<file path="src/design/digipot_defs.svh">
// Constants for the serial rheostat: frame layout, register values, memory map.
// Assumes inclusion by bare name from every design file that needs them.
`ifndef DIGIPOT_DEFS_SVH
`define DIGIPOT_DEFS_SVH

// ==========================================================================
// Frame layout
`define WORD_W 16
`define WORD_MSB 15
`define CMD_MSB 13
`define CMD_LSB 10
`define DATA_MSB 9
`define PAD_ZERO 6'h00

// ==========================================================================
// Wiper register
`define WIPER_W 10
`define TAP_COUNT 1024
`define MIDSCALE 10'h200

// ==========================================================================
// Control register bits and reset value
`define CTRL_W 3
`define CTRL_RESET 3'h0
`define CTRL_PROG_EN 0
`define CTRL_WRITE_EN 1
`define CTRL_PROG_OK 2

// ==========================================================================
// Nonvolatile memory map
`define ADDR_W 6
`define FUSE_DEPTH 50
`define FUSE_FIRST_ADDR 6'h01
`define TOL_SIGN_INTEGER_ADDR 6'h39
`define TOL_FRACTION_ADDR 6'h3a

// ==========================================================================
// Pin indices within the synchroniser vectors
`define PIN_COUNT 3
`define PIN_SCLK 0
`define PIN_DIN 1
`define PIN_SYNC_N 2
// Reset levels of the synchroniser stages match the idle pins, so no false edge follows reset.
`define PIN_IDLE 3'h6

`endif

</file>
<file path="src/design/digipot_pkg.sv">
// Types shared by the rheostat core and its nonvolatile store.
// Assumes no surroundings beyond a SystemVerilog compiler.
package digipot_pkg;

  // ==========================================================================
  // Commands, in their wire encoding order
  typedef enum logic [3:0] {
    CMD_NOP,
    CMD_WRITE_WIPER,
    CMD_READ_WIPER,
    CMD_STORE_FUSE,
    CMD_SOFT_RESET,
    CMD_READ_MEMORY,
    CMD_READ_LAST_ADDR,
    CMD_WRITE_CONTROL,
    CMD_READ_CONTROL
  } cmd_type;

  // ==========================================================================
  // Power-on preset sequence
  typedef enum logic [0:0] {
    PRESET_RESTORE,
    RUNNING
  } preset_state_type;

endpackage

</file>
<file path="src/design/nvm_if.sv">
// Link between the serial core and the fuse wiper memory.
// Assumes both ends run on the same clock.
`include "digipot_defs.svh"

interface nvm_if;
  logic prog_req;
  logic [`WIPER_W-1:0] prog_data;
  logic prog_ack;
  logic prog_pass;
  logic [`ADDR_W-1:0] rd_addr;
  logic [`WIPER_W-1:0] rd_data;
  logic last_valid;
  logic [`WIPER_W-1:0] last_data;
  logic [`ADDR_W-1:0] last_addr;

  modport core (output prog_req, output prog_data, output rd_addr, input prog_ack, input prog_pass,
                input rd_data, input last_valid, input last_data, input last_addr);
  modport mem (input prog_req, input prog_data, input rd_addr, output prog_ack, output prog_pass,
               output rd_data, output last_valid, output last_data, output last_addr);
endinterface

</file>
<file path="src/design/fuse_wiper_memory.sv">
// Nonvolatile store: one-time wiper locations and factory tolerance words.
// Assumes the core raises prog_req for one cycle per store command.
`include "digipot_defs.svh"

module fuse_wiper_memory
  import digipot_pkg::*;
#(
  parameter int DEPTH = `FUSE_DEPTH,
  parameter logic [`WIPER_W-1:0] TOL_SIGN_INTEGER = 10'h000,
  parameter logic [`WIPER_W-1:0] TOL_FRACTION = 10'h000
) (
  input wire logic clk_i,
  input wire logic resetn_i,
  nvm_if.mem nv
);

  localparam logic [`ADDR_W-1:0] DEPTH_C = `ADDR_W'(DEPTH);

  logic [`WIPER_W-1:0] fuse_q [DEPTH];
  logic [`WIPER_W-1:0] fuse_d [DEPTH];
  logic [`ADDR_W-1:0] count_q, count_d;
  logic ack_q, ack_d;
  logic pass_q, pass_d;
  logic [`ADDR_W-1:0] rd_index;
  logic [`ADDR_W-1:0] last_index;

  // ==========================================================================
  // Programming: each store takes the next free location until all are used.
  always_comb begin
    fuse_d = fuse_q;
    count_d = count_q;
    ack_d = 1'b0;
    pass_d = 1'b0;
    if (nv.prog_req) begin
      ack_d = 1'b1;
      if (count_q < DEPTH_C) begin
        fuse_d[count_q] = nv.prog_data;
        count_d = count_q + `FUSE_FIRST_ADDR;
        pass_d = 1'b1;
      end
    end
  end

  always_ff @(posedge clk_i or negedge resetn_i) begin
    if (!resetn_i) begin
      for (int i = 0; i < DEPTH; i++) begin
        fuse_q[i] <= '0;
      end
      count_q <= '0;
      ack_q <= 1'b0;
      pass_q <= 1'b0;
    end else begin
      fuse_q <= fuse_d;
      count_q <= count_d;
      ack_q <= ack_d;
      pass_q <= pass_d;
    end
  end

  // ==========================================================================
  // Read side: location n holds the n-th programmed value.
  always_comb begin
    rd_index = nv.rd_addr - `FUSE_FIRST_ADDR;
    last_index = count_q - `FUSE_FIRST_ADDR;
    nv.rd_data = '0;
    if (nv.rd_addr == `TOL_SIGN_INTEGER_ADDR) begin
      nv.rd_data = TOL_SIGN_INTEGER;
    end else if (nv.rd_addr == `TOL_FRACTION_ADDR) begin
      nv.rd_data = TOL_FRACTION;
    end else if (nv.rd_addr >= `FUSE_FIRST_ADDR && nv.rd_addr <= count_q) begin
      nv.rd_data = fuse_q[rd_index];
    end
    nv.last_valid = (count_q != '0);
    nv.last_addr = count_q;
    nv.last_data = (count_q != '0) ? fuse_q[last_index] : `MIDSCALE;
  end

  assign nv.prog_ack = ack_q;
  assign nv.prog_pass = pass_q;

  // ==========================================================================
  // Checks
  property p_tol_high;
    @(posedge clk_i) disable iff (!resetn_i)
    nv.rd_addr == `TOL_SIGN_INTEGER_ADDR |-> nv.rd_data == TOL_SIGN_INTEGER;
  endproperty
  a_tol_high: assert property (p_tol_high) else $error("tolerance high word wrong");

  property p_tol_low;
    @(posedge clk_i) disable iff (!resetn_i)
    nv.rd_addr == `TOL_FRACTION_ADDR |-> nv.rd_data == TOL_FRACTION;
  endproperty
  a_tol_low: assert property (p_tol_low) else $error("tolerance low word wrong");

  property p_prog_store;
    @(posedge clk_i) disable iff (!resetn_i)
    nv.prog_req && count_q < DEPTH_C |=> nv.last_valid && nv.last_data == $past(nv.prog_data);
  endproperty
  a_prog_store: assert property (p_prog_store) else $error("stored value not latest");

endmodule

</file>
<file path="src/design/digipot_serial_daisy_chain.sv">
// Serial command port of a single-channel 1024-tap digital rheostat.
// Assumes SCLK_I, DIN_I and SYNC_N_I come from a host in another clock domain,
// and an external pull-up on the open-drain chain output.
//
// Notes on behaviour
// - The chain output changes only after a rising serial clock edge, a frame start, or a frame end (release).
// - The chain output only pulls low, releasing the line for a one and outside frames.
// - Read-wiper and memory-read commands put that value on the chain output in the next frame.
// - The 10-bit wiper code selects exactly one of 1024 taps.
// - Factory tolerance is a 16-bit sign-magnitude value in two read-only locations.
// - The tolerance high word holds the sign in bit 7 and the integer in bits 6 to 0.
// - The tolerance low word holds the fraction in bits 7 to 0.
// - After power-up the wiper is midscale and stays there, since the same reset empties the fuse store.
// - The soft reset command reloads the latest programmed value, or midscale if none.
`include "digipot_defs.svh"

module digipot_serial_daisy_chain
  import digipot_pkg::*;
#(
  parameter int FUSE_DEPTH = `FUSE_DEPTH,
  parameter logic [`WIPER_W-1:0] TOL_SIGN_INTEGER = 10'h000,
  parameter logic [`WIPER_W-1:0] TOL_FRACTION = 10'h000
) (
  input wire logic SYS_CLK_I,
  input wire logic RESETN_I,
  input wire logic SCLK_I,
  input wire logic DIN_I,
  input wire logic SYNC_N_I,
  output logic CHAIN_DATA_OUT_O,
  output logic CHAIN_DATA_OE_N_O,
  output logic [`WIPER_W-1:0] WIPER_CODE_O,
  output logic [`TAP_COUNT-1:0] TAP_SELECT_O
);

  nvm_if nv ();

  logic [`PIN_COUNT-1:0] pin_meta_q, pin_meta_d;
  logic [`PIN_COUNT-1:0] pin_sync_q, pin_sync_d;
  logic [`PIN_COUNT-1:0] pin_prev_q, pin_prev_d;
  logic [`WORD_W-1:0] shift_q, shift_d;
  logic oe_n_q, oe_n_d;
  logic [`WIPER_W-1:0] wiper_q, wiper_d;
  logic [`TAP_COUNT-1:0] tap_q, tap_d;
  logic [`CTRL_W-1:0] ctrl_q, ctrl_d;
  preset_state_type state_q, state_d;
  logic sclk_rise, sclk_fall, frame_active, frame_start, frame_end, execute;
  logic [3:0] cmd;
  logic [`WIPER_W-1:0] cmd_data;

  function automatic logic [`WORD_W-1:0] readback_word(input logic [`WIPER_W-1:0] value);
    return {`PAD_ZERO, value};
  endfunction

  // ==========================================================================
  // Pin edge detection, from the second synchroniser stage and its one-cycle-delayed copy.
  assign sclk_rise = pin_sync_q[`PIN_SCLK] & ~pin_prev_q[`PIN_SCLK];
  assign sclk_fall = ~pin_sync_q[`PIN_SCLK] & pin_prev_q[`PIN_SCLK];
  assign frame_active = ~pin_sync_q[`PIN_SYNC_N];
  assign frame_start = ~pin_sync_q[`PIN_SYNC_N] & pin_prev_q[`PIN_SYNC_N];
  assign frame_end = pin_sync_q[`PIN_SYNC_N] & ~pin_prev_q[`PIN_SYNC_N];
  assign execute = frame_end && state_q == RUNNING;
  assign cmd = shift_q[`CMD_MSB:`CMD_LSB];
  assign cmd_data = shift_q[`DATA_MSB:0];

  assign nv.rd_addr = cmd_data[`ADDR_W-1:0];
  assign nv.prog_data = wiper_q;
  assign nv.prog_req = execute && cmd == CMD_STORE_FUSE && ctrl_q[`CTRL_PROG_EN];

  // ==========================================================================
  // Next-state logic for the whole port except the chain data output register.
  always_comb begin
    pin_meta_d = {SYNC_N_I, DIN_I, SCLK_I};
    pin_sync_d = pin_meta_q;
    pin_prev_d = pin_sync_q;
    shift_d = shift_q;
    oe_n_d = oe_n_q;
    wiper_d = wiper_q;
    ctrl_d = ctrl_q;
    state_d = state_q;

    // Frame shifting: sample on the falling edge, present on the rising edge.
    if (!frame_active) begin
      oe_n_d = 1'b1;
    end else if (frame_start || sclk_rise) begin
      oe_n_d = shift_q[`WORD_MSB];
    end
    if (frame_active && sclk_fall) begin
      shift_d = {shift_q[`WORD_MSB-1:0], pin_sync_q[`PIN_DIN]};
    end

    // Power-on preset: the reset value is midscale, kept because the same reset has emptied the fuse store.
    if (state_q == PRESET_RESTORE) begin
      if (nv.last_valid) begin
        wiper_d = nv.last_data;
      end
      state_d = RUNNING;
    end

    if (nv.prog_ack) begin
      ctrl_d[`CTRL_PROG_OK] = nv.prog_pass;
    end

    // Command execution; anything not read back stays in the shifter for the chain.
    if (execute) begin
      unique case (cmd)
        CMD_NOP: begin
        end
        CMD_WRITE_WIPER: begin
          if (ctrl_q[`CTRL_WRITE_EN]) begin
            wiper_d = cmd_data;
          end
        end
        CMD_READ_WIPER: begin
          shift_d = readback_word(wiper_q);
        end
        CMD_STORE_FUSE: begin
        end
        CMD_SOFT_RESET: begin
          wiper_d = nv.last_valid ? nv.last_data : `MIDSCALE;
        end
        CMD_READ_MEMORY: begin
          shift_d = readback_word(nv.rd_data);
        end
        CMD_READ_LAST_ADDR: begin
          shift_d = readback_word({4'h0, nv.last_addr});
        end
        CMD_WRITE_CONTROL: begin
          ctrl_d[`CTRL_PROG_EN] = cmd_data[`CTRL_PROG_EN];
          ctrl_d[`CTRL_WRITE_EN] = cmd_data[`CTRL_WRITE_EN];
        end
        CMD_READ_CONTROL: begin
          shift_d = readback_word({6'h00, ctrl_q[`CTRL_PROG_OK], 1'b0, ctrl_q[`CTRL_WRITE_EN],
                                   ctrl_q[`CTRL_PROG_EN]});
        end
        default: begin
        end
      endcase
    end

    tap_d = '0;
    tap_d[wiper_d] = 1'b1;
  end

  always_ff @(posedge SYS_CLK_I or negedge RESETN_I) begin
    if (!RESETN_I) begin
      pin_meta_q <= `PIN_IDLE;
      pin_sync_q <= `PIN_IDLE;
      pin_prev_q <= `PIN_IDLE;
      shift_q <= '0;
      oe_n_q <= 1'b1;
      wiper_q <= `MIDSCALE;
      tap_q <= `TAP_COUNT'(1) << `MIDSCALE;
      ctrl_q <= `CTRL_RESET;
      state_q <= PRESET_RESTORE;
    end else begin
      pin_meta_q <= pin_meta_d;
      pin_sync_q <= pin_sync_d;
      pin_prev_q <= pin_prev_d;
      shift_q <= shift_d;
      oe_n_q <= oe_n_d;
      wiper_q <= wiper_d;
      tap_q <= tap_d;
      ctrl_q <= ctrl_d;
      state_q <= state_d;
    end
  end

  // The pin is only ever driven low; its enable carries the data.
  always_ff @(posedge SYS_CLK_I or negedge RESETN_I) begin
    if (!RESETN_I) begin
      CHAIN_DATA_OUT_O <= 1'b0;
    end else begin
      CHAIN_DATA_OUT_O <= 1'b0;
    end
  end

  assign CHAIN_DATA_OE_N_O = oe_n_q;
  assign WIPER_CODE_O = wiper_q;
  assign TAP_SELECT_O = tap_q;

  // ==========================================================================
  // Nonvolatile store
  fuse_wiper_memory #(
    .DEPTH(FUSE_DEPTH),
    .TOL_SIGN_INTEGER(TOL_SIGN_INTEGER),
    .TOL_FRACTION(TOL_FRACTION)
  ) u_fuse_wiper_memory (
    .clk_i(SYS_CLK_I),
    .resetn_i(RESETN_I),
    .nv(nv.mem)
  );

  // ==========================================================================
  // Checks
  property p_out_edge;
    @(posedge SYS_CLK_I) disable iff (!RESETN_I)
    $changed(CHAIN_DATA_OE_N_O) |-> $past(sclk_rise || frame_start || !frame_active);
  endproperty
  a_out_edge: assert property (p_out_edge) else $error("chain output moved off a rising edge");

  property p_release_idle;
    @(posedge SYS_CLK_I) disable iff (!RESETN_I)
    !frame_active |=> CHAIN_DATA_OE_N_O && !CHAIN_DATA_OUT_O;
  endproperty
  a_release_idle: assert property (p_release_idle) else $error("chain output driven outside frame");

  property p_read_wiper;
    @(posedge SYS_CLK_I) disable iff (!RESETN_I)
    execute && cmd == CMD_READ_WIPER |=> shift_q == {`PAD_ZERO, $past(wiper_q)};
  endproperty
  a_read_wiper: assert property (p_read_wiper) else $error("wiper readback not loaded");

  property p_read_memory;
    @(posedge SYS_CLK_I) disable iff (!RESETN_I)
    execute && cmd == CMD_READ_MEMORY |=> shift_q == {`PAD_ZERO, $past(nv.rd_data)};
  endproperty
  a_read_memory: assert property (p_read_memory) else $error("memory readback not loaded");

  property p_pass_through;
    @(posedge SYS_CLK_I) disable iff (!RESETN_I)
    execute && cmd == CMD_NOP |=> $stable(shift_q);
  endproperty
  a_pass_through: assert property (p_pass_through) else $error("chained word disturbed");

  property p_shift_in;
    @(posedge SYS_CLK_I) disable iff (!RESETN_I)
    frame_active && sclk_fall |=> shift_q == {$past(shift_q[`WORD_MSB-1:0]), $past(pin_sync_q[`PIN_DIN])};
  endproperty
  a_shift_in: assert property (p_shift_in) else $error("serial bit not shifted in");

  property p_tap_decode;
    @(posedge SYS_CLK_I) disable iff (!RESETN_I)
    $onehot(TAP_SELECT_O) && TAP_SELECT_O[WIPER_CODE_O];
  endproperty
  a_tap_decode: assert property (p_tap_decode) else $error("tap select does not match code");

  property p_preset;
    @(posedge SYS_CLK_I) disable iff (!RESETN_I)
    state_q == PRESET_RESTORE |-> WIPER_CODE_O == `MIDSCALE ##1
      WIPER_CODE_O == ($past(nv.last_valid) ? $past(nv.last_data) : `MIDSCALE);
  endproperty
  a_preset: assert property (p_preset) else $error("power-on preset wrong");

  property p_soft_reset;
    @(posedge SYS_CLK_I) disable iff (!RESETN_I)
    execute && cmd == CMD_SOFT_RESET |=>
      WIPER_CODE_O == ($past(nv.last_valid) ? $past(nv.last_data) : `MIDSCALE);
  endproperty
  a_soft_reset: assert property (p_soft_reset) else $error("soft reset reload wrong");

endmodule

</file>
<file path="config.mk">
export PLATFORM = sky130hd
export DESIGN_NAME = digipot_serial_daisy_chain
export DESIGN_NICKNAME = d
export VERILOG_FILES = /design/src/design/digipot_pkg.sv /design/src/design/nvm_if.sv /design/src/design/fuse_wiper_memory.sv /design/src/design/digipot_serial_daisy_chain.sv
export VERILOG_INCLUDE_DIRS = /design/src /design/src/design
export SDC_FILE = /design/constraint.sdc
export NUM_CORES = 2
export LEC_CHECK = 0
export BUFFER_PORTS_ARGS = -buffer_cell sky130_fd_sc_hd__buf_2
export CAP_MARGIN = 15
export CORE_AREA = 5 5 403 405
export DETAILED_ROUTE_END_ITERATION = 16
export DIE_AREA = 0 0 408 410
export HOLD_SLACK_MARGIN = 0.15
export PLACE_DENSITY = 0.61
export SKIP_LAST_GASP = 1
export SYNTH_ARGS = -nofsm -noshare
export SYNTH_HDL_FRONTEND = slang
export SYNTH_SLANG_ARGS = --single-unit
</file>
<file path="constraint.sdc">
create_clock -name SYS_CLK_I -period 5.1 [get_ports SYS_CLK_I]
set_input_delay 0.765 -clock SYS_CLK_I [delete_from_list [all_inputs] [get_ports SYS_CLK_I]]
set_output_delay 0.765 -clock SYS_CLK_I [all_outputs]
set_load 0.1 [all_outputs]
</file>
; ---- Yosys cells after proc, flatten, opt, wreduce, memory -nomap -nowiden
; Cells that the tools add are included.
[classes]
addsub = 3
n_eq_ne = 10
n_reduce_logical = 12
bitwise_logic = 11
n_mux = 28
n_lt_le_gt_ge = 9
[ops]
columns = op, n
row1 = 500-bit bitwise mux, 1
row2 = 10-bit 2-to-1 mux, 13
row3 = 10-bit binary-select mux with 6-bit select, 2
row4 = 16-bit one-hot mux with 4 select lines, 1
row5 = 10-bit demux with 6-bit select, 1
row6 = 16-bit 2-to-1 mux, 2
row7 = "7-bit greater-or-equal comparator, second input constant", 3
row8 = 6-bit inverter with 7-bit output, 3
row9 = 10-bit one-hot mux with 2 select lines, 1
row10 = "4-bit by 3-bit == test with 1-bit output, second input constant", 4
row11 = "6-bit == test, second input constant", 2
row12 = "6-bit by 1-bit subtractor with 6-bit output, second input constant", 2
row13 = "10-bit by 11-bit less-than comparator with 1-bit output, second input constant", 1
row14 = 1-bit demux with 10-bit select, 1
row15 = "10-bit by 1-bit greater-or-equal comparator with 1-bit output, second input constant", 1
row16 = "4-bit by 2-bit == test with 1-bit output, second input constant", 2
row17 = 1-bit logical AND, 7
row18 = "7-bit by 1-bit less-than comparator with 1-bit output, second input constant", 1
row19 = "6-bit by 1-bit adder with 6-bit output, second input constant", 1
row20 = "6-bit by 1-bit greater-or-equal comparator with 1-bit output, second input constant", 1
row21 = 6-bit <= comparator, 1
row22 = "6-bit less-than comparator, second input constant", 1
row23 = 1-bit 2-to-1 mux, 6
row24 = 6-bit nonzero test, 1
row25 = other kinds (7), 14
[totals]
input_bits = 5
out_inout_bits = 1036
reg_bits = 1572

; ---- Longest topological paths before layout
[depth]
word_depth = 14
ltp_mapped = 24
mapped_depth_nobuf = 11

; ---- Hierarchy
; A second synthesis with hierarchy kept.
[unflattened]
cells_unflattened = 4599
area_unflattened_um2 = 65764.3
[modules_own_cells]
columns = mod, area_each_um2, instances, seq_area_each_um2, cells_per_inst
row1 = digipot_serial_daisy_chain, 37631.1, 1, 26610.5, 2709
row2 = fuse_wiper_memory, 28133.2, 1, 12712.2, 1890

; ---- Worst setup path before layout
; No wires, ideal clock.
[synth_path]
path_type = flip-flop to flip-flop
from = reg shift_q[0]
to = reg shift_q[6]
required_ps = 4959
path_buffers = 6
path_slack_ps = -243
t_arrival_ps = 5201
path_stages_with_launch = 15
synth_period_minus_slack_ps = 5343
setup_ps = 141
path_cell_list = dfrtp_1 clkbuf_1 buf_2 buf_1 clkbuf_1 clkbuf_1 inv_1 ha_1 xnor2_1 clkbuf_1 mux4_2 mux2i_1 o21ai_0 o211ai_1 a31oi_1
[synth_between]
elab_chain_len = 10
[synth_rtl]
columns = element, line_no
row1 = from (decl), digipot_serial_daisy_chain.sv:40  ; logic [`WORD_W-1:0] shift_q, shift_d;
row2 = from (signal assigned), digipot_serial_daisy_chain.sv:159  ; shift_q <= shift_d;
row3 = 6-bit by 1-bit subtractor with 6-bit output (no line), -
row4 = 6-bit inverter with 7-bit output (not written as such), fuse_wiper_memory.sv:71  ; nv.rd_data = fuse_q[rd_index];
row5 = 10-bit binary-select mux with 6-bit select, fuse_wiper_memory.sv:71
row6 = 10-bit 2-to-1 mux (not written as such) (2 in a row), fuse_wiper_memory.sv:71
row7 = 10-bit 2-to-1 mux, fuse_wiper_memory.sv:70  ; end else if (nv.rd_addr >= `FUSE_FIRST_ADDR && nv.rd_addr <= count_q) begin
row8 = 10-bit 2-to-1 mux, fuse_wiper_memory.sv:68  ; end else if (nv.rd_addr == `TOL_FRACTION_ADDR) begin
row9 = 10-bit 2-to-1 mux *, fuse_wiper_memory.sv:66  ; if (nv.rd_addr == `TOL_SIGN_INTEGER_ADDR) begin
row10 = 16-bit one-hot mux with 4 select lines *, digipot_serial_daisy_chain.sv:105  ; unique case (cmd)
row11 = 16-bit 2-to-1 mux *, digipot_serial_daisy_chain.sv:104  ; if (execute) begin
row12 = net shift_d[6], digipot_serial_daisy_chain.sv:40
; Mark *: on every way through the listed nets, which the timed path passes. The rest lies on a longest branch. The select of a mux whose other input is x is not followed.
; A chain may end at the register's enable or synchronous reset.

; ---- Worst setup path after layout
[layout_path]
from = reg u_fuse_wiper_memory.count_q[0] (netlist: u_fuse_wiper_memory.nv.last_addr[0])
to = reg tap_q[177] (netlist: TAP_SELECT_O[177])
[layout_between]
elab_chain_len = 14
[layout_rtl]
columns = element, line_no
row1 = from (decl), fuse_wiper_memory.sv:21  ; logic [`ADDR_W-1:0] count_q, count_d;
row2 = from (signal assigned), fuse_wiper_memory.sv:54  ; count_q <= count_d;
row3 = 6-bit by 1-bit subtractor with 6-bit output (no line), -
row4 = 6-bit inverter with 7-bit output (not written as such), fuse_wiper_memory.sv:75  ; nv.last_data = (count_q != '0) ? fuse_q[last_index] : `MIDSCALE;
row5 = 10-bit binary-select mux with 6-bit select, fuse_wiper_memory.sv:75
row6 = 10-bit 2-to-1 mux (not written as such) (2 in a row), fuse_wiper_memory.sv:75
row7 = 10-bit 2-to-1 mux, digipot_serial_daisy_chain.sv:93  ; if (nv.last_valid) begin
row8 = 10-bit 2-to-1 mux, digipot_serial_daisy_chain.sv:92  ; if (state_q == PRESET_RESTORE) begin
row9 = 10-bit 2-to-1 mux, digipot_serial_daisy_chain.sv:109  ; if (ctrl_q[`CTRL_WRITE_EN]) begin
row10 = 10-bit one-hot mux with 2 select lines, digipot_serial_daisy_chain.sv:105
row11 = 10-bit 2-to-1 mux *, digipot_serial_daisy_chain.sv:104
row12 = 10-bit by 11-bit less-than comparator with 1-bit output (not written as such) / 10-bit by 1-bit greater-or-equal comparator with 1-bit output (equally long branches), digipot_serial_daisy_chain.sv:141  ; tap_d[wiper_d] = 1'b1;
row13 = 1-bit logical AND (not written as such), digipot_serial_daisy_chain.sv:141
row14 = 1-bit 2-to-1 mux (not written as such), digipot_serial_daisy_chain.sv:141
row15 = 1-bit demux with 10-bit select *, digipot_serial_daisy_chain.sv:141
row16 = net tap_d[177], digipot_serial_daisy_chain.sv:43  ; logic [`TAP_COUNT-1:0] tap_q, tap_d;
row17 = to (signal assigned), digipot_serial_daisy_chain.sv:152  ; tap_q <= `TAP_COUNT'(1) << `MIDSCALE;
row18 = to (signal assigned), digipot_serial_daisy_chain.sv:162  ; tap_q <= tap_d;
row19 = to (decl), digipot_serial_daisy_chain.sv:43
; Marks and branches as above.

==> results.ini <==
[timing]
final_hold_viol_count = 0
grt_setup_unrepaired = false
final_min_period_over_clock_period_pct = 98.2
highest_attainable_clock_frequency_ghz = 0.200
finClkSkew_ns = 0.0634
relSlewSlack_pct = 18.0
layout_setup_ws_ns = 0.0916
holdWs_ns = 0.359
setup_viol = 0
setup_tns_ns = 0
worstMarginPinSlew_ns = 1.23
timing_max_transition_violations_final = 0
final.min_clock_period_ns = 5.01

[floorplanning]
initial_core_util_pct = 40.0
die_area_um2 = 167000
rows = 146
io_pins = 1041
placeable_area_um2 = 158000
floorplan.die.height_um = 410
die_x_um = 408

[logic_synthesis]
synth.top_cells.by_area = dfrtp_1, mux2_2, mux4_2
synth_top_family_by_area = multiplexers
xor_xnor_portion_of_the_synthesized_cell_area_pct = 0.202
yosys.area.top_type_share_pct = 61.9
avgSynthCellArea_um2 = 14.0
synth-simple-area-share_pct = 11.7
ys_seq_area_share_pct = 62.2
yosys_top_cell_by_area = dfrtp_1
syn-instance-count = 4532
synth.mux.area_fraction_pct = 19.9
netlist_area_um2 = 63200
synthArstFlopShare_pct = 100
synth.ff_latch_count = 1571
synth_ff_type = dfrtp_1
synthDistinctLibCells = 82
yosysWarnings = 0
synth-compound-area-share_pct = 1.86
syn_nets = 4548
synth_enable_flop_cells = 0
yosys.area_share.adder_pct = 0.218

[drt]
via_count = 45100
dr.first_iter.drc_count = 4992
route.detailed.drc = 0
avgViaCountPerCell = 5.85
drt.antenna.violating_nets = 0
wire_per_inst_um = 31.1
wirelength_um = 240000
detailedRoute.firstPassIterationCount = 6

[final_layout]
layout_nets = 5515
drive_above_1_share_pct = 44.4
most_common_cell_after_layout_fill_and_taps_aside = dfrtp_1
postLayoutCellArea_um2 = 77600
synthToLayoutAreaGrowth_pct = 22.7
final_cell_mix = dfrtp_1, buf_2, nor3_1

[cts]
cts_sinks = 1571
cts_buffers = 167
cts.root.buffer_cell = clkbuf_16
ctsHtreeMaxLevel = 4
clkTransAtPathRegs_ns = 0.06
clock_tree.buffer_depth = 3
insertion_delay_ns = 0.82
cts_tree = yes
cts.repair_timing.setup_buffer_count = 0

[critical_path]
worstPathArrival_ns = 5.68
cp_slowest_cell = xnor2_2
regToRegStartpoint = u_fuse_wiper_memory.nv.last_addr[0]$_DFFE_PN0P_
r2r_cell_count = 15
worstPathRequired_ns = 5.77
cp_bufs_invs = 6
critical_path.endpoint_type = flip-flop
r2r_slack_ns = 0.09
setup.worst_path.class = reg -> reg
critPathMaxFanout = 24
path_cells = clkinv_1 > ha_4 > nor3b_1 > xnor2_2 > buf_4 > mux2i_1 > a22oi_1 > a21oi_1 > buf_4 > o21a_1 > buf_12 > inv_2 > or3_1 > buf_12 > nor3_1
timing.rr.end = TAP_SELECT_O[177]$_DFF_PN0_
critical_path.startpoint_type = flip-flop
timing.critical_path.slowest_cell_delay_ns = 0.73
worst_path_dominant_cell_family = buffers and inverters

[placement]
post-place-ws_ns = 0.132
place.gp.congestion = 0.920
buffer_ports.inserted = 1039
place_hpwl_um = 163000
dpl-instance-area_um2 = 71800

[min_path]
timing.hold.worst.class = reg -> reg
hold_path.startpoint = pin_meta_q[2]$_DFF_PN1_
endpoint_worst_hold = pin_prev_d[2]$_DFF_PN1_
worst_hold_path.num_cells = 0

[global_route]
initial_antenna_violation_count = 11
grt_pass1_wl_um = 343000
maximum_number_of_pins_on_one_net_before_global_route_repair = 137
global_route.usage.total_pct = 28.0
globalRouteOverflowTotal = 0
first_global_vias = 45300

[power_and_ir_drop]
cellPowerDensity_nw_per_um2 = 339
max-vdd-ir-drop_mv = 0.336
leakage_nw = 38.0

[run]
maxCapViolCount = 0

[status]
run_status = finished clean

[cell families (layout without fill, tap and decap cells)]
logic type,Yosys count,count (layout)
AND/OR/NAND/NOR,1382,1382
XOR/XNOR,12,12
multiplexers,868,868
other,2,7
buffers and inverters,528,1633
AO/OA/AOI/OAI,158,158
adder cells (fa/ha/maj),11,11
flip-flops,1571,1571
[cell type report]
class                      instances  area, µm²
antenna                            5       12.5
sequential                      1571      39300
clock inverter                    59        763
inverter                          17       63.8
timing repair buffer            1309       8160
clock buffer                     248       4900
tap                             2072       2590
fill                           13700      80400
multi-input combinational       2433      21800
[layer usage]
layer / global-route usage [%] / vias up / part of all wire (%)
met5: 0 / - / 0.0050
met4: 10.8 / 2 / 4.2
li1: - / 18400 / -
met3: 7.49 / 447 / 8.6
met1: 37.2 / 24000 / 40
met2: 44.2 / 2255 / 47
[state kept, by name (all words and copies together) (netlist names)]
register / count
pin_meta_q: 3
CHAIN_DATA_OE_N_O: 1
pin_prev_q: 2
ctrl_q: 3
pin_prev_d: 3
state_q: 1
u_fuse_wiper_memory.nv.prog_ack: 1
TAP_SELECT_O: 1024
WIPER_CODE_O: 10
shift_q: 16
u_fuse_wiper_memory.nv.prog_pass: 1
u_fuse_wiper_memory.fuse_q: 500
u_fuse_wiper_memory.nv.last_addr: 6
[how the worst max path moves through the flow]
stage / startpoint / endpoint / cells past startpoint
3_5_place_dp: u_fuse_wiper_memory.nv.last_addr[2]$_DFFE_PN0P_ / TAP_SELECT_O[712]$_DFF_PN0_ / 11
6_report: u_fuse_wiper_memory.nv.last_addr[0]$_DFFE_PN0P_ / TAP_SELECT_O[177]$_DFF_PN0_ / 15
4_1_cts: u_fuse_wiper_memory.nv.last_addr[2]$_DFFE_PN0P_ / TAP_SELECT_O[712]$_DFF_PN0_ / 11
5_1_grt: u_fuse_wiper_memory.nv.last_addr[0]$_DFFE_PN0P_ / TAP_SELECT_O[177]$_DFF_PN0_ / 15
2_1_floorplan: shift_q[0]$_DFF_PN0_ / shift_q[6]$_DFF_PN0_ / 14
3_3_place_gp: u_fuse_wiper_memory.nv.last_addr[0]$_DFFE_PN0P_ / TAP_SELECT_O[712]$_DFF_PN0_ / 13
[power breakdown]
part           internal (mW)  total, mW  switching (mW)
combinational          0.444       1.34           0.900
sequential              12.5       12.5          0.0439
clock                   7.18       12.4            5.27
[synth_stat cells, types with 4 or more instances]
library cell and count:
a211oi_1 16, a21oi_1 30, a22o_1 5, a22oi_1 13, a31oi_1 10, and2_1 12, buf_1 39, buf_2 136
buf_4 9, buf_6 41, clkbuf_1 283, clkinv_1 4, dfrtp_1 1563, dfstp_2 8, ha_1 11, inv_1 7
inv_2 6, mux2_2 524, mux2i_1 86, mux4_2 258, nand2_1 91, nand2b_1 6, nand3_1 49, nand3_2 4
nand3b_1 6, nand4_1 9, nor2_1 81, nor2b_1 8, nor3_1 850, nor3_2 51, nor3b_1 8, nor4_1 137
o211ai_1 13, o21a_1 6, o21ai_0 14, o221ai_1 8, o22ai_1 6, or2_2 7, or3_1 38, or4_1 8
xnor2_1 7
[stage by stage]
stage	util, %	instances	power [mW]
floorplan	-	4532	13.5
global placement	45.4	7391	14.1
detailed placement	45.5	7396	14.1
global route	49.1	7710	27.1
finish	49.1	7714	26.3
CTS	49.1	7707	26.5
[timing repair]
action	CTS	global route
gates resized for setup	0	2
endpoints found under the hold margin	93	0
setup endpoints to repair	0	2
hold buffers	4	0
No activity file was read; power rests on OpenSTA's default activity.
